File: config.mk
export PLATFORM = sky130hd
export DESIGN_NAME = fpdm_top
export DESIGN_NICKNAME = d
export VERILOG_FILES = /design/src/hdl/fpdm_pkg.sv /design/src/hdl/fpdm_top.sv /design/src/hdl/fpdm_bcd.sv
export SDC_FILE = /design/constraint.sdc
export NUM_CORES = 1
export LEC_CHECK = 0
export BUFFER_PORTS_ARGS = -buffer_cell sky130_fd_sc_hd__buf_2
export CORE_ASPECT_RATIO = 1.4
export CORE_MARGIN = 3
export CORE_UTILIZATION = 35
export CTS_BUF_LIST = sky130_fd_sc_hd__clkbuf_16
export DETAILED_ROUTE_END_ITERATION = 16
export PLACE_DENSITY = 0.59
export SLEW_MARGIN = 30
export SYNTH_ARGS = -nofsm -noshare
export SYNTH_HDL_FRONTEND = slang
export SYNTH_SLANG_ARGS = --single-unit
File: constraint.sdc
create_clock -name clk_i -period 6.5 [get_ports clk_i]
set_input_delay 0.65 -clock clk_i [delete_from_list [all_inputs] [get_ports clk_i]]
set_output_delay 0.65 -clock clk_i [all_outputs]
set_load 0.01 [all_outputs]
File: src/hdl/fpdm_pkg.sv
/*
 * Shared types and constants of the front panel display and menu block.
 * Assumes a 40 MHz system clock and a five-digit seven-segment panel.
 */
package fpdm_pkg;

    // Segment order within a digit: g f e d c b a
    typedef struct packed {
        logic dp;
        logic [6:0] seg;
    } fpdm_digit_t;

    typedef fpdm_digit_t [4:0] fpdm_display_t;

    typedef struct packed {
        logic mode;
        logic up;
        logic down;
        logic set;
    } fpdm_buttons_t;

    typedef enum logic [2:0] {
        MODE_STATUS,
        MODE_DIAG,
        MODE_ALARM,
        MODE_BASIC,
        MODE_GAIN,
        MODE_EXT,
        MODE_IO
    } fpdm_mode_t;

    // Timing
    localparam int unsigned CLK_HZ = 40_000_000;
    localparam int unsigned POWER_ON_SYMBOL_MS = 2000;
    localparam int unsigned AXIS_NAME_MS = 2000;
    localparam int unsigned POWER_ON_SYMBOL_CYCLES = CLK_HZ / 1000 * POWER_ON_SYMBOL_MS;
    localparam int unsigned AXIS_NAME_CYCLES = CLK_HZ / 1000 * AXIS_NAME_MS;

    // Item table
    localparam int unsigned ITEM_COUNT = 16;
    localparam logic [3:0] ITEM_LAST = 4'hf;
    localparam logic [3:0] ITEM_RESET = 4'h0;
    localparam logic [15:0] ITEM_MINUS_MASK = 16'h0002;
    localparam logic [15:0] ITEM_CLEAR_MASK = 16'h0009;
    localparam logic [15:0][6:0] ITEM_SYM = {
        7'h78, 7'h76, 7'h77, 7'h5c, 7'h74, 7'h5e, 7'h7c, 7'h1e,
        7'h38, 7'h3e, 7'h71, 7'h54, 7'h73, 7'h79, 7'h50, 7'h39
    };
    localparam logic [6:0][6:0] MODE_SYM = {
        7'h30, 7'h79, 7'h3d, 7'h73, 7'h77, 7'h5e, 7'h6d
    };
    localparam logic [6:0] SEG_MINUS = 7'h40;
    localparam logic [6:0] SEG_BLANK = 7'h00;

    // Binary to decimal conversion
    localparam logic [5:0] CONV_STEPS = 6'h20;

    function automatic logic [6:0] fpdm_digit_seg(input logic [3:0] d);
        case (d)
            4'h0: fpdm_digit_seg = 7'h3f;
            4'h1: fpdm_digit_seg = 7'h06;
            4'h2: fpdm_digit_seg = 7'h5b;
            4'h3: fpdm_digit_seg = 7'h4f;
            4'h4: fpdm_digit_seg = 7'h66;
            4'h5: fpdm_digit_seg = 7'h6d;
            4'h6: fpdm_digit_seg = 7'h7d;
            4'h7: fpdm_digit_seg = 7'h07;
            4'h8: fpdm_digit_seg = 7'h7f;
            4'h9: fpdm_digit_seg = 7'h6f;
            default: fpdm_digit_seg = 7'h00;
        endcase
    endfunction

endpackage

File: src/hdl/fpdm_top.sv
/*
 * Front panel display and menu logic: display modes, status item selection,
 * power-on sequence and five-digit value formatting.
 * Assumes buttons are raw pins, other inputs come from logic on clk_i.
 */
// Behaviour
// - Drive five seven-segment digits and read four pushbuttons for the panel.
// - Mode button steps status, diagnosis, alarm, basic, gain, extension, I/O.
// - Gain, extension and I/O modes reachable only when write-disable allows.
// - In status mode, up or down steps the selected status item.
// - A selected item not yet shown displays its identifying symbol.
// - Set while a symbol shows switches to that item's value.
// - At power-on show configured item's symbol two seconds, then its value.
// - Sixteen items; only the five low decimal digits are shown.
// - Negative motor speed gets a leading minus sign.
// - Other negative values light decimal points of the upper four digits.
// - A stored axis name shows first, then the status display.
// - Set on a cumulative counter value clears that count.
`timescale 1ns/1ps
module fpdm_top #(
    parameter int unsigned POWER_ON_CYCLES = fpdm_pkg::POWER_ON_SYMBOL_CYCLES,
    parameter int unsigned AXIS_CYCLES = fpdm_pkg::AXIS_NAME_CYCLES
) (
    input wire logic clk_i,
    input wire logic rst_n_i,
    input wire fpdm_pkg::fpdm_buttons_t buttons_i,
    input wire logic parameter_group_write_disable_i,
    input wire logic [3:0] power_on_status_item_select_i,
    input wire logic axis_name_valid_i,
    input wire fpdm_pkg::fpdm_display_t axis_name_i,
    input wire logic signed [31:0] status_value_i,
    output fpdm_pkg::fpdm_display_t display_o,
    output fpdm_pkg::fpdm_mode_t display_mode_o,
    output logic [3:0] status_item_o,
    output logic count_clear_o
);
    import fpdm_pkg::*;

    typedef enum logic [2:0] {
        ST_BOOT,
        ST_AXIS,
        ST_POWER_SYM,
        ST_SYMBOL,
        ST_VALUE,
        ST_OTHER
    } fpdm_state_t;

    logic rst_s1_reg;
    logic rst_n;
    fpdm_buttons_t btn_s1_reg;
    fpdm_buttons_t btn_s2_reg;
    fpdm_buttons_t btn_s3_reg;
    fpdm_buttons_t evt;
    fpdm_state_t state_reg;
    fpdm_mode_t mode_reg;
    fpdm_mode_t mode_next;
    logic [3:0] sel_reg;
    logic [31:0] timer_reg;
    logic conv_start_reg;
    logic conv_busy;
    logic conv_done;
    logic [19:0] conv_digits;
    logic neg_reg;
    logic conv_fresh_reg;
    logic [31:0] magnitude;
    logic in_status;
    fpdm_display_t display_next;

    // Reset release through two flops
    always_ff @(posedge clk_i or negedge rst_n_i) begin
        if (!rst_n_i) begin
            rst_s1_reg <= 1'b0;
            rst_n <= 1'b0;
        end else begin
            rst_s1_reg <= 1'b1;
            rst_n <= rst_s1_reg;
        end
    end

    // Button synchronisers and press detection
    always_ff @(posedge clk_i or negedge rst_n) begin
        if (!rst_n) begin
            btn_s1_reg <= '0;
            btn_s2_reg <= '0;
            btn_s3_reg <= '0;
        end else begin
            btn_s1_reg <= buttons_i;
            btn_s2_reg <= btn_s1_reg;
            btn_s3_reg <= btn_s2_reg;
        end
    end

    assign evt = btn_s2_reg & ~btn_s3_reg;
    assign in_status = (state_reg == ST_SYMBOL) || (state_reg == ST_VALUE);

    // Next display mode
    always_comb begin
        case (mode_reg)
            MODE_STATUS: mode_next = MODE_DIAG;
            MODE_DIAG: mode_next = MODE_ALARM;
            MODE_ALARM: mode_next = MODE_BASIC;
            MODE_BASIC: mode_next = parameter_group_write_disable_i ? MODE_STATUS : MODE_GAIN;
            MODE_GAIN: mode_next = MODE_EXT;
            MODE_EXT: mode_next = MODE_IO;
            default: mode_next = MODE_STATUS;
        endcase
    end

    // Display mode
    always_ff @(posedge clk_i or negedge rst_n) begin
        if (!rst_n) begin
            mode_reg <= MODE_STATUS;
        end else if (evt.mode && (in_status || state_reg == ST_OTHER)) begin
            mode_reg <= mode_next;
        end
    end

    // Screen sequence, item selection and power-on timing
    always_ff @(posedge clk_i or negedge rst_n) begin
        if (!rst_n) begin
            state_reg <= ST_BOOT;
            sel_reg <= ITEM_RESET;
            timer_reg <= 32'h0;
        end else begin
            case (state_reg)
                ST_BOOT: begin
                    sel_reg <= power_on_status_item_select_i;
                    if (axis_name_valid_i) begin
                        state_reg <= ST_AXIS;
                        timer_reg <= AXIS_CYCLES - 32'h1;
                    end else begin
                        state_reg <= ST_POWER_SYM;
                        timer_reg <= POWER_ON_CYCLES - 32'h1;
                    end
                end
                ST_AXIS: begin
                    if (timer_reg == 32'h0) begin
                        state_reg <= ST_POWER_SYM;
                        timer_reg <= POWER_ON_CYCLES - 32'h1;
                    end else begin
                        timer_reg <= timer_reg - 32'h1;
                    end
                end
                ST_POWER_SYM: begin
                    if (timer_reg == 32'h0) begin
                        state_reg <= ST_VALUE;
                    end else begin
                        timer_reg <= timer_reg - 32'h1;
                    end
                end
                ST_SYMBOL, ST_VALUE: begin
                    if (evt.mode) begin
                        state_reg <= ST_OTHER;
                    end else if (evt.up) begin
                        sel_reg <= sel_reg + 4'h1;
                        state_reg <= ST_SYMBOL;
                    end else if (evt.down) begin
                        sel_reg <= sel_reg - 4'h1;
                        state_reg <= ST_SYMBOL;
                    end else if (evt.set && state_reg == ST_SYMBOL) begin
                        state_reg <= ST_VALUE;
                    end
                end
                default: begin
                    if (evt.mode && mode_next == MODE_STATUS) begin
                        state_reg <= ST_SYMBOL;
                    end
                end
            endcase
        end
    end

    // Value conversion requests
    assign magnitude = status_value_i[31] ? 32'(-status_value_i) : 32'(status_value_i);
    // Conversions begun before this value screen belong to an earlier item
    always_ff @(posedge clk_i or negedge rst_n) begin
        if (!rst_n) begin
            conv_start_reg <= 1'b0;
            neg_reg <= 1'b0;
            conv_fresh_reg <= 1'b0;
        end else begin
            conv_start_reg <= (state_reg == ST_VALUE) && !conv_busy && !conv_start_reg;
            conv_fresh_reg <= (state_reg == ST_VALUE) && (conv_fresh_reg || conv_start_reg);
            if (conv_start_reg) begin
                neg_reg <= status_value_i[31];
            end
        end
    end
    fpdm_bcd u_bcd (
        .clk_i(clk_i),
        .rst_n_i(rst_n),
        .start_i(conv_start_reg),
        .value_i(magnitude),
        .busy_o(conv_busy),
        .done_o(conv_done),
        .digits_o(conv_digits)
    );
    // Panel contents
    always_comb begin
        display_next = '0;
        case (state_reg)
            ST_AXIS: display_next = axis_name_i;
            ST_POWER_SYM, ST_SYMBOL: display_next[4].seg = ITEM_SYM[sel_reg];
            ST_VALUE: begin
                if (conv_done && conv_fresh_reg) begin
                    for (int i = 0; i < 5; i++) begin
                        display_next[i].seg = fpdm_digit_seg(conv_digits[i*4 +: 4]);
                    end
                    if (neg_reg && ITEM_MINUS_MASK[sel_reg]) begin
                        display_next[4].seg = SEG_MINUS;
                    end else if (neg_reg) begin
                        for (int i = 1; i < 5; i++) begin
                            display_next[i].dp = 1'b1;
                        end
                    end
                end else begin
                    display_next = display_o;
                end
            end
            ST_OTHER: display_next[4].seg = MODE_SYM[mode_reg];
            default: display_next = '0;
        endcase
    end

    // Registered outputs
    always_ff @(posedge clk_i or negedge rst_n) begin
        if (!rst_n) begin
            display_o <= '0;
            display_mode_o <= MODE_STATUS;
            status_item_o <= ITEM_RESET;
            count_clear_o <= 1'b0;
        end else begin
            display_o <= display_next;
            display_mode_o <= mode_reg;
            status_item_o <= sel_reg;
            count_clear_o <= (state_reg == ST_VALUE) && evt.set && !evt.mode && !evt.up &&
                             !evt.down && ITEM_CLEAR_MASK[sel_reg];
        end
    end

    property p_mode_advance;
        @(posedge clk_i) disable iff (!rst_n)
        (evt.mode && in_status) |=> (mode_reg == MODE_DIAG);
    endproperty
    a_mode_advance: assert property (p_mode_advance)
        else $error("mode press in status did not reach diagnosis");
    property p_group_lock;
        @(posedge clk_i) disable iff (!rst_n)
        (evt.mode && state_reg == ST_OTHER && mode_reg == MODE_BASIC &&
         parameter_group_write_disable_i) |=> (mode_reg == MODE_STATUS && state_reg == ST_SYMBOL);
    endproperty
    a_group_lock: assert property (p_group_lock)
        else $error("locked parameter group was entered");
    property p_mode_wrap;
        @(posedge clk_i) disable iff (!rst_n)
        (evt.mode && state_reg == ST_OTHER && mode_reg == MODE_IO) |=> (mode_reg == MODE_STATUS);
    endproperty
    a_mode_wrap: assert property (p_mode_wrap)
        else $error("mode did not wrap to status");
    property p_item_up;
        @(posedge clk_i) disable iff (!rst_n)
        (in_status && !evt.mode && evt.up) |=>
            (sel_reg == 4'($past(sel_reg) + 4'h1)) && state_reg == ST_SYMBOL ##1
            (status_item_o == $past(sel_reg));
    endproperty
    a_item_up: assert property (p_item_up)
        else $error("up press did not step the item");
    property p_item_wrap_down;
        @(posedge clk_i) disable iff (!rst_n)
        (in_status && !evt.mode && !evt.up && evt.down && sel_reg == ITEM_RESET) |=>
            (sel_reg == ITEM_LAST);
    endproperty
    a_item_wrap_down: assert property (p_item_wrap_down)
        else $error("down press at first item did not wrap");
    property p_symbol_shown;
        @(posedge clk_i) disable iff (!rst_n)
        (state_reg == ST_SYMBOL) |=> (display_o[4].seg == ITEM_SYM[$past(sel_reg)]);
    endproperty
    a_symbol_shown: assert property (p_symbol_shown)
        else $error("symbol of selected item not shown");
    property p_set_shows_value;
        @(posedge clk_i) disable iff (!rst_n)
        (state_reg == ST_SYMBOL && evt.set && !evt.mode && !evt.up && !evt.down) |=>
            (state_reg == ST_VALUE) ##[1:40] conv_done;
    endproperty
    a_set_shows_value: assert property (p_set_shows_value)
        else $error("set press did not lead to a value");
    property p_power_on_end;
        @(posedge clk_i) disable iff (!rst_n)
        (state_reg == ST_POWER_SYM && timer_reg == 32'h0) |=> (state_reg == ST_VALUE);
    endproperty
    a_power_on_end: assert property (p_power_on_end)
        else $error("power-on symbol did not end in value");
    property p_power_on_item;
        @(posedge clk_i) disable iff (!rst_n)
        (state_reg == ST_BOOT) |=> (sel_reg == $past(power_on_status_item_select_i));
    endproperty
    a_power_on_item: assert property (p_power_on_item)
        else $error("power-on item not taken");
    property p_low_digit;
        @(posedge clk_i) disable iff (!rst_n)
        (conv_done && conv_fresh_reg && state_reg == ST_VALUE) |=>
            (display_o[0].seg == fpdm_digit_seg($past(conv_digits[3:0])));
    endproperty
    a_low_digit: assert property (p_low_digit)
        else $error("low digit does not match value");
    property p_minus_sign;
        @(posedge clk_i) disable iff (!rst_n)
        (conv_done && conv_fresh_reg && state_reg == ST_VALUE && neg_reg &&
         ITEM_MINUS_MASK[sel_reg]) |=>
            (display_o[4].seg == SEG_MINUS && !display_o[1].dp);
    endproperty
    a_minus_sign: assert property (p_minus_sign)
        else $error("reverse speed lacks minus sign");
    property p_neg_points;
        @(posedge clk_i) disable iff (!rst_n)
        (conv_done && conv_fresh_reg && state_reg == ST_VALUE && neg_reg &&
         !ITEM_MINUS_MASK[sel_reg]) |=>
            (display_o[4].dp && display_o[3].dp && display_o[2].dp && display_o[1].dp &&
             !display_o[0].dp);
    endproperty
    a_neg_points: assert property (p_neg_points)
        else $error("negative value lacks decimal points");
    property p_axis_first;
        @(posedge clk_i) disable iff (!rst_n)
        (state_reg == ST_BOOT && axis_name_valid_i) |=> (state_reg == ST_AXIS) ##1
            (display_o == $past(axis_name_i));
    endproperty
    a_axis_first: assert property (p_axis_first)
        else $error("stored axis name not shown first");
    property p_count_clear;
        @(posedge clk_i) disable iff (!rst_n)
        (state_reg == ST_VALUE && evt.set && !evt.mode && !evt.up && !evt.down &&
         ITEM_CLEAR_MASK[sel_reg]) |=> count_clear_o ##1 !count_clear_o;
    endproperty
    a_count_clear: assert property (p_count_clear)
        else $error("counter clear pulse missing");
endmodule // fpdm_top

File: src/hdl/fpdm_bcd.sv
/*
 * Serial binary to decimal converter keeping the five low decimal digits.
 * Assumes start is a one-cycle pulse given only while not busy.
 */
`timescale 1ns/1ps
module fpdm_bcd (
    input wire logic clk_i,
    input wire logic rst_n_i,
    input wire logic start_i,
    input wire logic [31:0] value_i,
    output logic busy_o,
    output logic done_o,
    output logic [19:0] digits_o
);
    import fpdm_pkg::*;

    logic [31:0] bin_reg;
    logic [19:0] bcd_reg;
    logic [19:0] adj;
    logic [5:0] cnt_reg;

    // Add three to each digit of five or more before the shift
    for (genvar g = 0; g < 5; g++) begin : g_adj
        assign adj[g*4 +: 4] = (bcd_reg[g*4 +: 4] >= 4'h5) ?
                               4'(bcd_reg[g*4 +: 4] + 4'h3) : bcd_reg[g*4 +: 4];
    end

    always_ff @(posedge clk_i or negedge rst_n_i) begin
        if (!rst_n_i) begin
            bin_reg <= 32'h0;
            bcd_reg <= 20'h0;
            cnt_reg <= 6'h0;
            busy_o <= 1'b0;
            done_o <= 1'b0;
        end else begin
            done_o <= 1'b0;
            if (start_i) begin
                bin_reg <= value_i;
                bcd_reg <= 20'h0;
                cnt_reg <= CONV_STEPS;
                busy_o <= 1'b1;
            end else if (busy_o) begin
                bcd_reg <= {adj[18:0], bin_reg[31]};
                bin_reg <= {bin_reg[30:0], 1'b0};
                cnt_reg <= cnt_reg - 6'h1;
                if (cnt_reg == 6'h1) begin
                    busy_o <= 1'b0;
                    done_o <= 1'b1;
                end
            end
        end
    end

    assign digits_o = bcd_reg;

endmodule // fpdm_bcd

==> results of run 1 <==
[layer usage]
layer | vias up | global-route usage, % | part of all wire [%]
met2 | 151 | 28.08 | 50
li1 | 4205 | - | -
met3 | 34 | 2.522 | 3.2
met4 | 0 | 6.739 | 2.5
met5 | - | 0 | 0
met1 | 3993 | 20.49 | 44
[cell usage after synthesis (all sizes together), types with 20 or more instances]
| master | n | area, sq um |
|---|---|---|
| nand3 | 29 | 150.1 |
| xor2 | 27 | 236.5 |
| a211oi | 28 | 210.2 |
| mux2i | 34 | 340.3 |
| nor2b | 20 | 125.1 |
| a21oi | 126 | 641.9 |
| ha | 46 | 575.6 |
| xnor2 | 22 | 192.7 |
| nor2 | 131 | 494.2 |
| dfrtp | 167 | 4179 |
| inv | 32 | 120.1 |
| nand2b | 27 | 168.9 |
| nor3 | 21 | 120.1 |
| o21ai | 83 | 415.4 |
| clkbuf | 54 | 212.7 |
| nand2 | 105 | 396.6 |
[what timing repair did]
item                                    4_1_cts  5_1_grt
endpoints found under the hold margin         2        0
hold buffers                                  1        0
endpoints found under the setup margin        0        0
[power groups by stage]
stage / clock (W) / combinational (W) / sequential (W)
3_3_place_gp: 0 / 0.00205 / 0.00194
3_5_place_dp: 0 / 0.00208 / 0.00196
6_report: 0.00116 / 0.00212 / 0.00189
2_1_floorplan: 0 / 0.00168 / 0.00173
5_1_grt: 0.00124 / 0.00242 / 0.00197
4_1_cts: 0.00120 / 0.00209 / 0.00194
[cells by family (layout without fill, tap and decap cells)]
logic type | after synthesis | after routing | synth area share, %
simple gates | 414 | 414 | 20.41
compound gates | 318 | 318 | 19.32
flops | 167 | 167 | 41.73
buf+inv | 99 | 204 | 3.973
other cells | 1 | 1 | 0.03745
fa+ha+maj | 47 | 47 | 5.948
xor+xnor | 49 | 49 | 4.286
mux | 41 | 41 | 4.298
[how the worst min path moves through the flow]
stage,startpoint,end,slack (ps),cells after the start
4_1_cts,buttons_i[2],btn_s1_reg[2]$_DFF_PN0_,300,1
2_1_floorplan,btn_s1_reg[0]$_DFF_PN0_,btn_s2_reg[0]$_DFF_PN0_,330,0
3_3_place_gp,btn_s1_reg[0]$_DFF_PN0_,btn_s2_reg[0]$_DFF_PN0_,330,0
5_1_grt,buttons_i[2],btn_s1_reg[2]$_DFF_PN0_,300,1
6_report,buttons_i[3],btn_s1_reg[3]$_DFF_PN0_,320,1
3_5_place_dp,btn_s1_reg[2]$_DFF_PN0_,btn_s2_reg[2]$_DFF_PN0_,340,0
[stage by stage]
step / hold slack (ps) / worst slack (ps) / power, W / instance area (sq um)
2_1_floorplan: 331.2 / 1502 / 0.003409 / 10010
3_3_place_gp: 334.5 / 3661 / 0.003993 / 10920
3_5_place_dp: 335.5 / 3666 / 0.004036 / 10930
4_1_cts: 296.6 / 3760 / 0.005225 / 11610
5_1_grt: 301.1 / 3590 / 0.005627 / 11640
6_report: 324.9 / 3781 / 0.005178 / 11640
[final cells by class]
cell class / count / area (sq um) / area share [%]
multi-input cells: 870 / 5455 / 46.87
flip-flops and latches: 167 / 4188 / 35.98
repair buffers: 140 / 742.0 / 6.374
well taps: 370 / 462.9 / 3.977
clock buffers: 17 / 425.4 / 3.655
clock inverters: 15 / 246.5 / 2.118
inverters: 32 / 120.1 / 1.032
==> flow_summary.json, run 1 <==
{
  "ys_ff_latch": 167,
  "cts_tree": "built",
  "status": "finished clean",
  "grtUsageTotal_pct": 16.35,
  "power_frac_seq_pct": 36.6,
  "worst-path-stages": 7,
  "combPwrFrac_pct": 41.0,
  "n_antenna_cell": 0,
  "synthesis.nets": 1267,
  "clkPwrFrac_pct": 22.4,
  "p_switching_w": 0.002127,
  "clock_latency_ps": 430,
  "grt_pass1_wl_um": 40780,
  "p_int_w": 0.003050,
  "worstRegToRegCells": 7,
  "max_freq_ghz": 0.3678,
  "worstPathCellList": "nor2_1, and2_1, buf_4, nand2_1, buf_4, nor2_1, a21oi_1",
  "die_w_um": 149.0,
  "grt-ovfl-total": 0,
  "synth.distinct_cells": 77,
  "timing.final.crit_share_pct": 41.83,
  "path_buf_inv": 2,
  "r2r-start": "state_reg[0]$_DFFE_PN0P_",
  "fin_cells": 1611,
  "crit_path_max_fanout": 29,
  "path_clk_slew_ps": 70,
  "tightest_slew_ps": 797.8,
  "fin_setup_tns_ps": 0,
  "dpl.hpwl_um": 18120,
  "postSynthCellCount": 1136,
  "grt_pass1_vias": 8146,
  "startpoint_type": "register",
  "rsz0062_at_grt": "no",
  "slowest_stage": "dfrtp_1",
  "io_pins": 132,
  "largest_reg_flops": 40,
  "sw_frac_of_total_pct": 41.09,
  "root_buffer": "clkbuf_16",
  "vias": 8383,
  "leakage_nw": 5.184,
  "required_ps": 6850,
  "place_inst": 1577,
  "critPathKind": "register to register",
  "yosys_warnings": 0,
  "htree_levels": 4,
  "cts_buffers": 17,
  "hold_viol_final": 0,
  "core_area_sq_um": 27930,
  "async_flop_share_pct": 100.0,
  "vdd_ir_drop_max_mv": 0.1706,
  "cts_sinks": 167,
  "routed_wl_um": 24990,
  "wl_per_cell_um": 15.51,
  "arrival_ps": 3070,
  "layout_commonest_cell": "dfrtp_1",
  "crit_end": "display_o[1]$_DFFE_PN0P_",
  "rows": 72,
  "die_h_um": 206.1,
  "synth_edf_count": 0,
  "antenna_found_initial": 0,
  "fillers": 2814,
  "netlist_area_sq_um": 10010,
  "drv_cap": 0,
  "p_per_area_nw_per_um2": 444.8,
  "initial_core_util_pct": 35.86,
  "hold_path_class": "input port to register",
  "clk_path_buf_depth": 2,
  "cts_resized": 0,
  "final_core_util_pct": 41.68,
  "worst_path_largest_cell_delay_ps": 790,
  "finalSetupViolCount": 0,
  "r2r_slack_ps": 3780,
  "period_minus_slack_ps": 2719,
  "die_area_sq_um": 30700,
  "slew_viol_final": 0,
  "max-slew-margin-rel_pct": 46.81,
  "drtAntennaViolNets": 0,
  "syn_avg_cell_area_sq_um": 8.815,
  "portBuffers": 131,
  "r2r_end": "display_o[1]$_DFFE_PN0P_",
  "crit_start": "state_reg[0]$_DFFE_PN0P_",
  "drive_gt1_share_pct": 16.68,
  "globalplace.congestion": 0.8626,
  "synth_seq_area_share_pct": 41.73,
  "postCtsSetupRepairBufs": 0,
  "end_kind": "register",
  "synthFlopType": "dfrtp_1",
  "drt_iter0_markers": 470,
  "drc_errors": 0,
  "vias_per_cell": 5.204,
  "nNetsFinal": 1359,
  "grt_max_degree": 86,
  "clock_skew_ps": 12.47,
  "layout_common_cells": "dfrtp_1, buf_2, nor2_1, a21oi_1, nand2_1",
  "crit_family": "simple AND/OR/NAND/NOR gates",
  "syn2layout_area_growth_pct": 16.24,
  "dr.pass1.iters": 7
}
Power figures use the tool's default switching activity.
==> run 2, diff against run 1 <==
--- a/config.mk
+++ b/config.mk
@@ -5,6 +5,7 @@
 export SDC_FILE = /design/constraint.sdc
 export NUM_CORES = 1
 export LEC_CHECK = 0
+export ABC_AREA = 1
 export BUFFER_PORTS_ARGS = -buffer_cell sky130_fd_sc_hd__buf_2
 export CORE_ASPECT_RATIO = 1.4
 export CORE_MARGIN = 3
==> constraint.sdc (replaced) <==
create_clock -name clk_i -period 2.76 [get_ports clk_i]
set_input_delay 0.276 -clock clk_i [delete_from_list [all_inputs] [get_ports clk_i]]
set_output_delay 0.276 -clock clk_i [all_outputs]
set_load 0.01 [all_outputs]
==> flow_summary.json, run 2 <==
{
  "vias_per_cell": 4.986,
  "die_w_um": 151.1,
  "status": "finished clean",
  "fin_hold_ws_ps": 56.34,
  "n_antenna_cell": 0,
  "grt_pass1_wl_um": 46310,
  "nNetsFinal": 1660,
  "synthesis.nets": 1535,
  "slew_viol_final": 0,
  "crit_start": "state_reg[0]$_DFFE_PN0P_",
  "max_freq_ghz": 0.4763,
  "clk_path_buf_depth": 2,
  "period_minus_slack_ps": 2099,
  "power_w": 0.01163,
  "synth_seq_area_share_pct": 40.50,
  "async_flop_share_pct": 100.0,
  "ys_ff_latch": 167,
  "synthFlopType": "dfrtp_1",
  "antenna_found_initial": 2,
  "drv_cap": 0,
  "globalplace.congestion": 0.9117,
  "grtUsageMet2_pct": 33.47,
  "path_clk_slew_ps": 70,
  "hold_viol_final": 0,
  "tightest_slew_ps": 694.6,
  "fin_setup_tns_ps": 0,
  "cts_sinks": 167,
  "netlist_area_sq_um": 10320,
  "grt-ovfl-total": 0,
  "rows": 73,
  "sw_frac_of_total_pct": 44.69,
  "vdd_ir_drop_max_mv": 0.4821,
  "synth_edf_count": 0,
  "p_per_area_nw_per_um2": 969.1,
  "r2r-start": "state_reg[0]$_DFFE_PN0P_",
  "clock_latency_ps": 440,
  "layout_commonest_cell": "nand2_1",
  "cts_tree": "built",
  "synth.distinct_cells": 46,
  "final_area_sq_um": 12000,
  "grt_pass1_vias": 9336,
  "drive_gt1_share_pct": 15.69,
  "dr.pass1.iters": 8,
  "postSynthCellCount": 1404,
  "layout_common_cells": "nand2_1, nor2_1, dfrtp_1, inv_1, buf_2",
  "required_ps": 3110,
  "drc_errors": 0,
  "syn_avg_cell_area_sq_um": 7.349,
  "finalSetupViolCount": 0,
  "io_pins": 132,
  "multiInputGateArea_sq_um": 5336,
  "synth_largest_area_cell": "dfrtp_1",
  "p_switching_w": 0.005198,
  "grtUsageTotal_pct": 18.21,
  "die_h_um": 209.2,
  "ys_top_cells_by_area": "dfrtp_1, nand2_1, nor2_1",
  "synth_common_cells": "nand2_1, nor2_1, dfrtp_1",
  "end_kind": "register",
  "rsz0062_at_grt": "no",
  "dpl.hpwl_um": 21490,
  "top_usage_layer": "met2",
  "largest_reg_flops": 40,
  "power_frac_seq_pct": 33.6,
  "combPwrFrac_pct": 46.0,
  "grtUsageMet1_pct": 21.14,
  "clock_skew_ps": 9.529,
  "die_area_sq_um": 31610,
  "routed_wl_um": 28360,
  "vias": 9559,
  "grt_max_degree": 64,
  "p_int_w": 0.006434,
  "timing.final.crit_share_pct": 76.07,
  "wl_per_cell_um": 14.79,
  "hold_path_class": "input port to register",
  "arrival_ps": 2450,
  "startpoint_type": "register",
  "cts_buffers": 17,
  "syn2layout_area_growth_pct": 16.32,
  "max-slew-margin-rel_pct": 53.70,
  "clkPwrFrac_pct": 20.5,
  "cts_resized": 0,
  "hp-start": "axis_name_i[7]",
  "root_buffer": "clkbuf_16",
  "drtAntennaViolNets": 0,
  "leakage_nw": 5.923,
  "fillers": 3061,
  "initial_core_util_pct": 35.98,
  "portBuffers": 131,
  "htree_levels": 4,
  "synth_top_area_share_pct": 40.50,
  "register_area_sq_um": 4183,
  "synthMostInstantiatedCell": "nand2_1",
  "use_met3_pct": 3.232,
  "crit_path_max_fanout": 25,
  "placed_area_sq_um": 11370,
  "core_area_sq_um": 28680,
  "yosys_warnings": 0,
  "drt_iter0_markers": 492,
  "critPathKind": "register to register"
}
## run 2: changes by cell type after synthesis, sizes merged, moves of 15 or more
cell    previous run  this run
a211oi            28         1
a21oi            126        49
a31oi             14        37
clkbuf            54        16
inv               32       153
mux2i             34         0
nand2            105       385
nand2b            27         0
nand3             29        93
nor2             131       192
nor2b             20         0
o21ai             83       112
o22ai              3        18
xnor2             22         2
## run 2: final cells by class
cell class,instances,area share (%)
Clock buffer,17,3.544
Timing Repair Buffer,149,7.005
Sequential cell,167,34.85
Inverter,158,4.962
Clock inverter,15,1.272
Multi-Input combinational cell,1036,44.46
Tap cell,375,3.909
## run 2: routing by layer
layer / wire length [um] / vias to the layer above
li1: - / 4846
met1: 11600 / 4470
met2: 15000 / 193
met3: 1158 / 46
met4: 573 / 4
met5: 27 / -
## run 2: metrics by stage
step                cells  worst slack, ps  util [%]
floorplan            1404             1031         -
CTS                  1917            658.2     41.85
global placement     1880            704.6     39.66
detailed placement   1880            680.7     39.66
finish               1917            660.5     41.85
global route         1917            471.2     41.85
## run 2: worst paths after layout
| kind | cells after the start | slack (ps) | endpoint |
|---|---|---|---|
| max in group asynchronous | 1 | 1570 | display_o[10]$_DFFE_PN0P_ |
| setup reg to reg | 7 | 660 | display_o[35]$_DFFE_PN0P_ |
| hold / removal | 2 | 60 | display_o[7]$_DFFE_PN0P_ |
| hold reg to reg | 0 | 350 | btn_s2_reg[2]$_DFF_PN0_ |
| setup / recovery | 7 | 660 | display_o[35]$_DFFE_PN0P_ |
| min in group asynchronous | 2 | 140 | rst_n$_DFF_PN0_ |
## run 2: timing repair
item	CTS	global route
endpoints found under the hold margin	6	0
hold buffers	5	0
setup buffers	0	0
## run 2: power by group through the flow
stage	logic [W]	registers [W]	clock network, W
final	0.00535	0.00390	0.00238
after global routing	0.00613	0.00402	0.00254
after CTS	0.00539	0.00391	0.00245
after detailed placement	0.00537	0.00395	0
after global placement	0.00529	0.00394	0
after floorplan	0.00386	0.00388	0
## run 2: worst max-delay path, stage by stage (launching register included)
cell,delay (ps)
dfrtp_1,430
inv_1,180
nand2_2,130
nor2_8,260
nand2_2,370
inv_1,330
a21oi_1,90
a41oi_1,220
## run 2: logic make-up after synthesis
group	share of synthesized area [%]
AND/OR/NAND/NOR	30.67
AO/OA/AOI/OAI	13.69
buffers and inverters	7.809
flip-flops	40.50
adder cells (fa/ha/maj)	5.772
XOR/XNOR	1.528
other	0.03634
==> run 3, diff against run 2 <==
--- a/config.mk
+++ b/config.mk
@@ -12,7 +12,7 @@
 export CORE_UTILIZATION = 35
 export CTS_BUF_LIST = sky130_fd_sc_hd__clkbuf_16
 export DETAILED_ROUTE_END_ITERATION = 16
-export PLACE_DENSITY = 0.59
+export PLACE_DENSITY = 0.61
 export SLEW_MARGIN = 30
 export SYNTH_ARGS = -nofsm -noshare
 export SYNTH_HDL_FRONTEND = slang
==> constraint.sdc (replaced) <==
create_clock -name clk_i -period 1.9 [get_ports clk_i]
set_input_delay 0.19 -clock clk_i [delete_from_list [all_inputs] [get_ports clk_i]]
set_output_delay 0.19 -clock clk_i [all_outputs]
set_load 0.01 [all_outputs]
==> flow_summary.json, run 3 (synthesis results as in run 2) <==
{
  "antenna_found_initial": 2,
  "layout_common_cells": "nand2_1, dfrtp_1, nor2_1, inv_1, buf_2",
  "final_core_util_pct": 44.16,
  "die_h_um": 209.2,
  "hold_viol_final": 0,
  "wl_per_cell_um": 14.49,
  "grt_pass1_vias": 9827,
  "dr.pass1.iters": 5,
  "crit_start": "timer_reg[4]$_DFFE_PN0P_",
  "drtAntennaViolNets": 0,
  "htree_levels": 4,
  "globalplace.congestion": 0.9486,
  "clock_skew_ps": 11.17,
  "end_kind": "register",
  "arrival_ps": 2130,
  "drt_iter0_markers": 509,
  "routed_wl_um": 28700,
  "max-slew-margin-rel_pct": 67.02,
  "vias_per_cell": 4.950,
  "grt-ovfl-total": 0,
  "worstRegToRegCells": 8,
  "leakage_nw": 6.241,
  "grt_pass1_wl_um": 47270,
  "hold_path_class": "input port to register",
  "cts_sinks": 167,
  "timing.final.crit_share_pct": 93.97,
  "rsz0062_at_grt": "yes",
  "startpoint_type": "register",
  "vias": 9805,
  "slew_viol_final": 0,
  "dpl.hpwl_um": 21690,
  "core_area_sq_um": 28680,
  "grt_max_degree": 77,
  "setup_ws_ps": 114.7,
  "fin_hold_ws_ps": 21.14,
  "finalSetupViolCount": 0,
  "r2r-start": "timer_reg[4]$_DFFE_PN0P_",
  "die_w_um": 151.1,
  "period_minus_slack_ps": 1785,
  "power_w": 0.01745,
  "vdd_ir_drop_max_mv": 0.5798,
  "clk_path_buf_depth": 2,
  "path_clk_slew_ps": 70,
  "io_pins": 132,
  "r2r_slack_ps": 110,
  "max_freq_ghz": 0.5601,
  "nNetsFinal": 1724,
  "critPathKind": "register to register",
  "grtUsageTotal_pct": 18.57,
  "cts_tree": "built",
  "clock_latency_ps": 450,
  "portBuffers": 131,
  "initial_core_util_pct": 35.98,
  "root_buffer": "clkbuf_16",
  "drc_errors": 0,
  "syn2layout_area_growth_pct": 22.75,
  "r2r_end": "timer_reg[31]$_DFFE_PN0P_",
  "largest_reg_flops": 40,
  "required_ps": 2250,
  "rows": 73,
  "p_per_area_nw_per_um2": 1378,
  "cts_buffers": 17,
  "postCtsSetupRepairBufs": 0,
  "drive_gt1_share_pct": 18.07,
  "die_area_sq_um": 31610,
  "status": "finished clean",
  "place_ws_ps": 43.77,
  "tightest_slew_ps": 489.6,
  "crit_end": "timer_reg[31]$_DFFE_PN0P_",
  "crit_path_max_fanout": 4,
  "drv_cap": 0,
  "fin_setup_tns_ps": 0,
  "layout_commonest_cell": "nand2_1"
}
-- run 3: cell types whose count changed in the layout (fill, tap and decap cells not counted), moves of 3 or more --
cell | previous run | this run
inv_1 | 143 | 140
nor2_1 | 171 | 163
inv_6 | 3 | 6
nor2_2 | 13 | 20
buf_4 | 10 | 42
dlygate4sd3_1 | 5 | 34
-- run 3: worst max-delay path, cell delays in order, from the launching register on --
cell     delay (ps)
dfrtp_1         430
nor2_1          220
nand2_1         110
nor2_1          220
nand2_1         190
nor2_1          170
nand4_1         150
nor2_1          130
nor2_1           60
-- run 3: worst min path at each step --
stage                                from                         to  slack (ps)  depth (start not counted)
after detailed placement          rst_n_i       rst_s1_reg$_DFF_PN0_         -20                          1
final                     axis_name_i[21]  display_o[21]$_DFFE_PN0P_          20                          3
after CTS                 axis_name_i[21]  display_o[21]$_DFFE_PN0P_         0.9                          3
after global routing      axis_name_i[14]  display_o[14]$_DFFE_PN0P_          20                          3
after floorplan                   rst_n_i       rst_s1_reg$_DFF_PN0_        -110                          0
after global placement            rst_n_i       rst_s1_reg$_DFF_PN0_         -20                          1
-- run 3: per-stage QoR --
stage	cells	area, sq um
global route	1980	12660
floorplan	1404	10320
CTS	1979	12580
finish	1981	12670
detailed placement	1914	11650
global placement	1914	11650
-- run 3: layout make-up --
| type | instances | area (sq um) |
|---|---|---|
| timing repair buffer | 212 | 1411 |
| sequential | 167 | 4183 |
| clock inverter | 14 | 163.9 |
| multi-input combinational | 1037 | 5410 |
| fill | 2943 | 16010 |
| antenna | 1 | 2.502 |
| inverter | 158 | 600.6 |
| tap | 375 | 469.2 |
| clock buffer | 17 | 425.4 |
-- run 3: per-layer routing --
| metal | GRT usage [%] | up-vias | wire length [um] |
|---|---|---|---|
| met5 | 0 | - | 13 |
| met4 | 7.478 | 2 | 788 |
| met3 | 3.232 | 59 | 999 |
| met2 | 32.81 | 202 | 14850 |
| met1 | 22.06 | 4567 | 12050 |
| li1 | - | 4975 | - |
-- run 3: timing repair --
action,CTS,global route
setup endpoints to repair,0,40
gates resized for setup,0,22
hold buffers,34,0
hold endpoints to repair,35,0
-- run 3: report_power, final --
| part | internal (W) | switching (W) |
|---|---|---|
| sequential | 0.00472 | 0.000881 |
| clock | 0.00197 | 0.00158 |
| combinational | 0.00307 | 0.00524 |
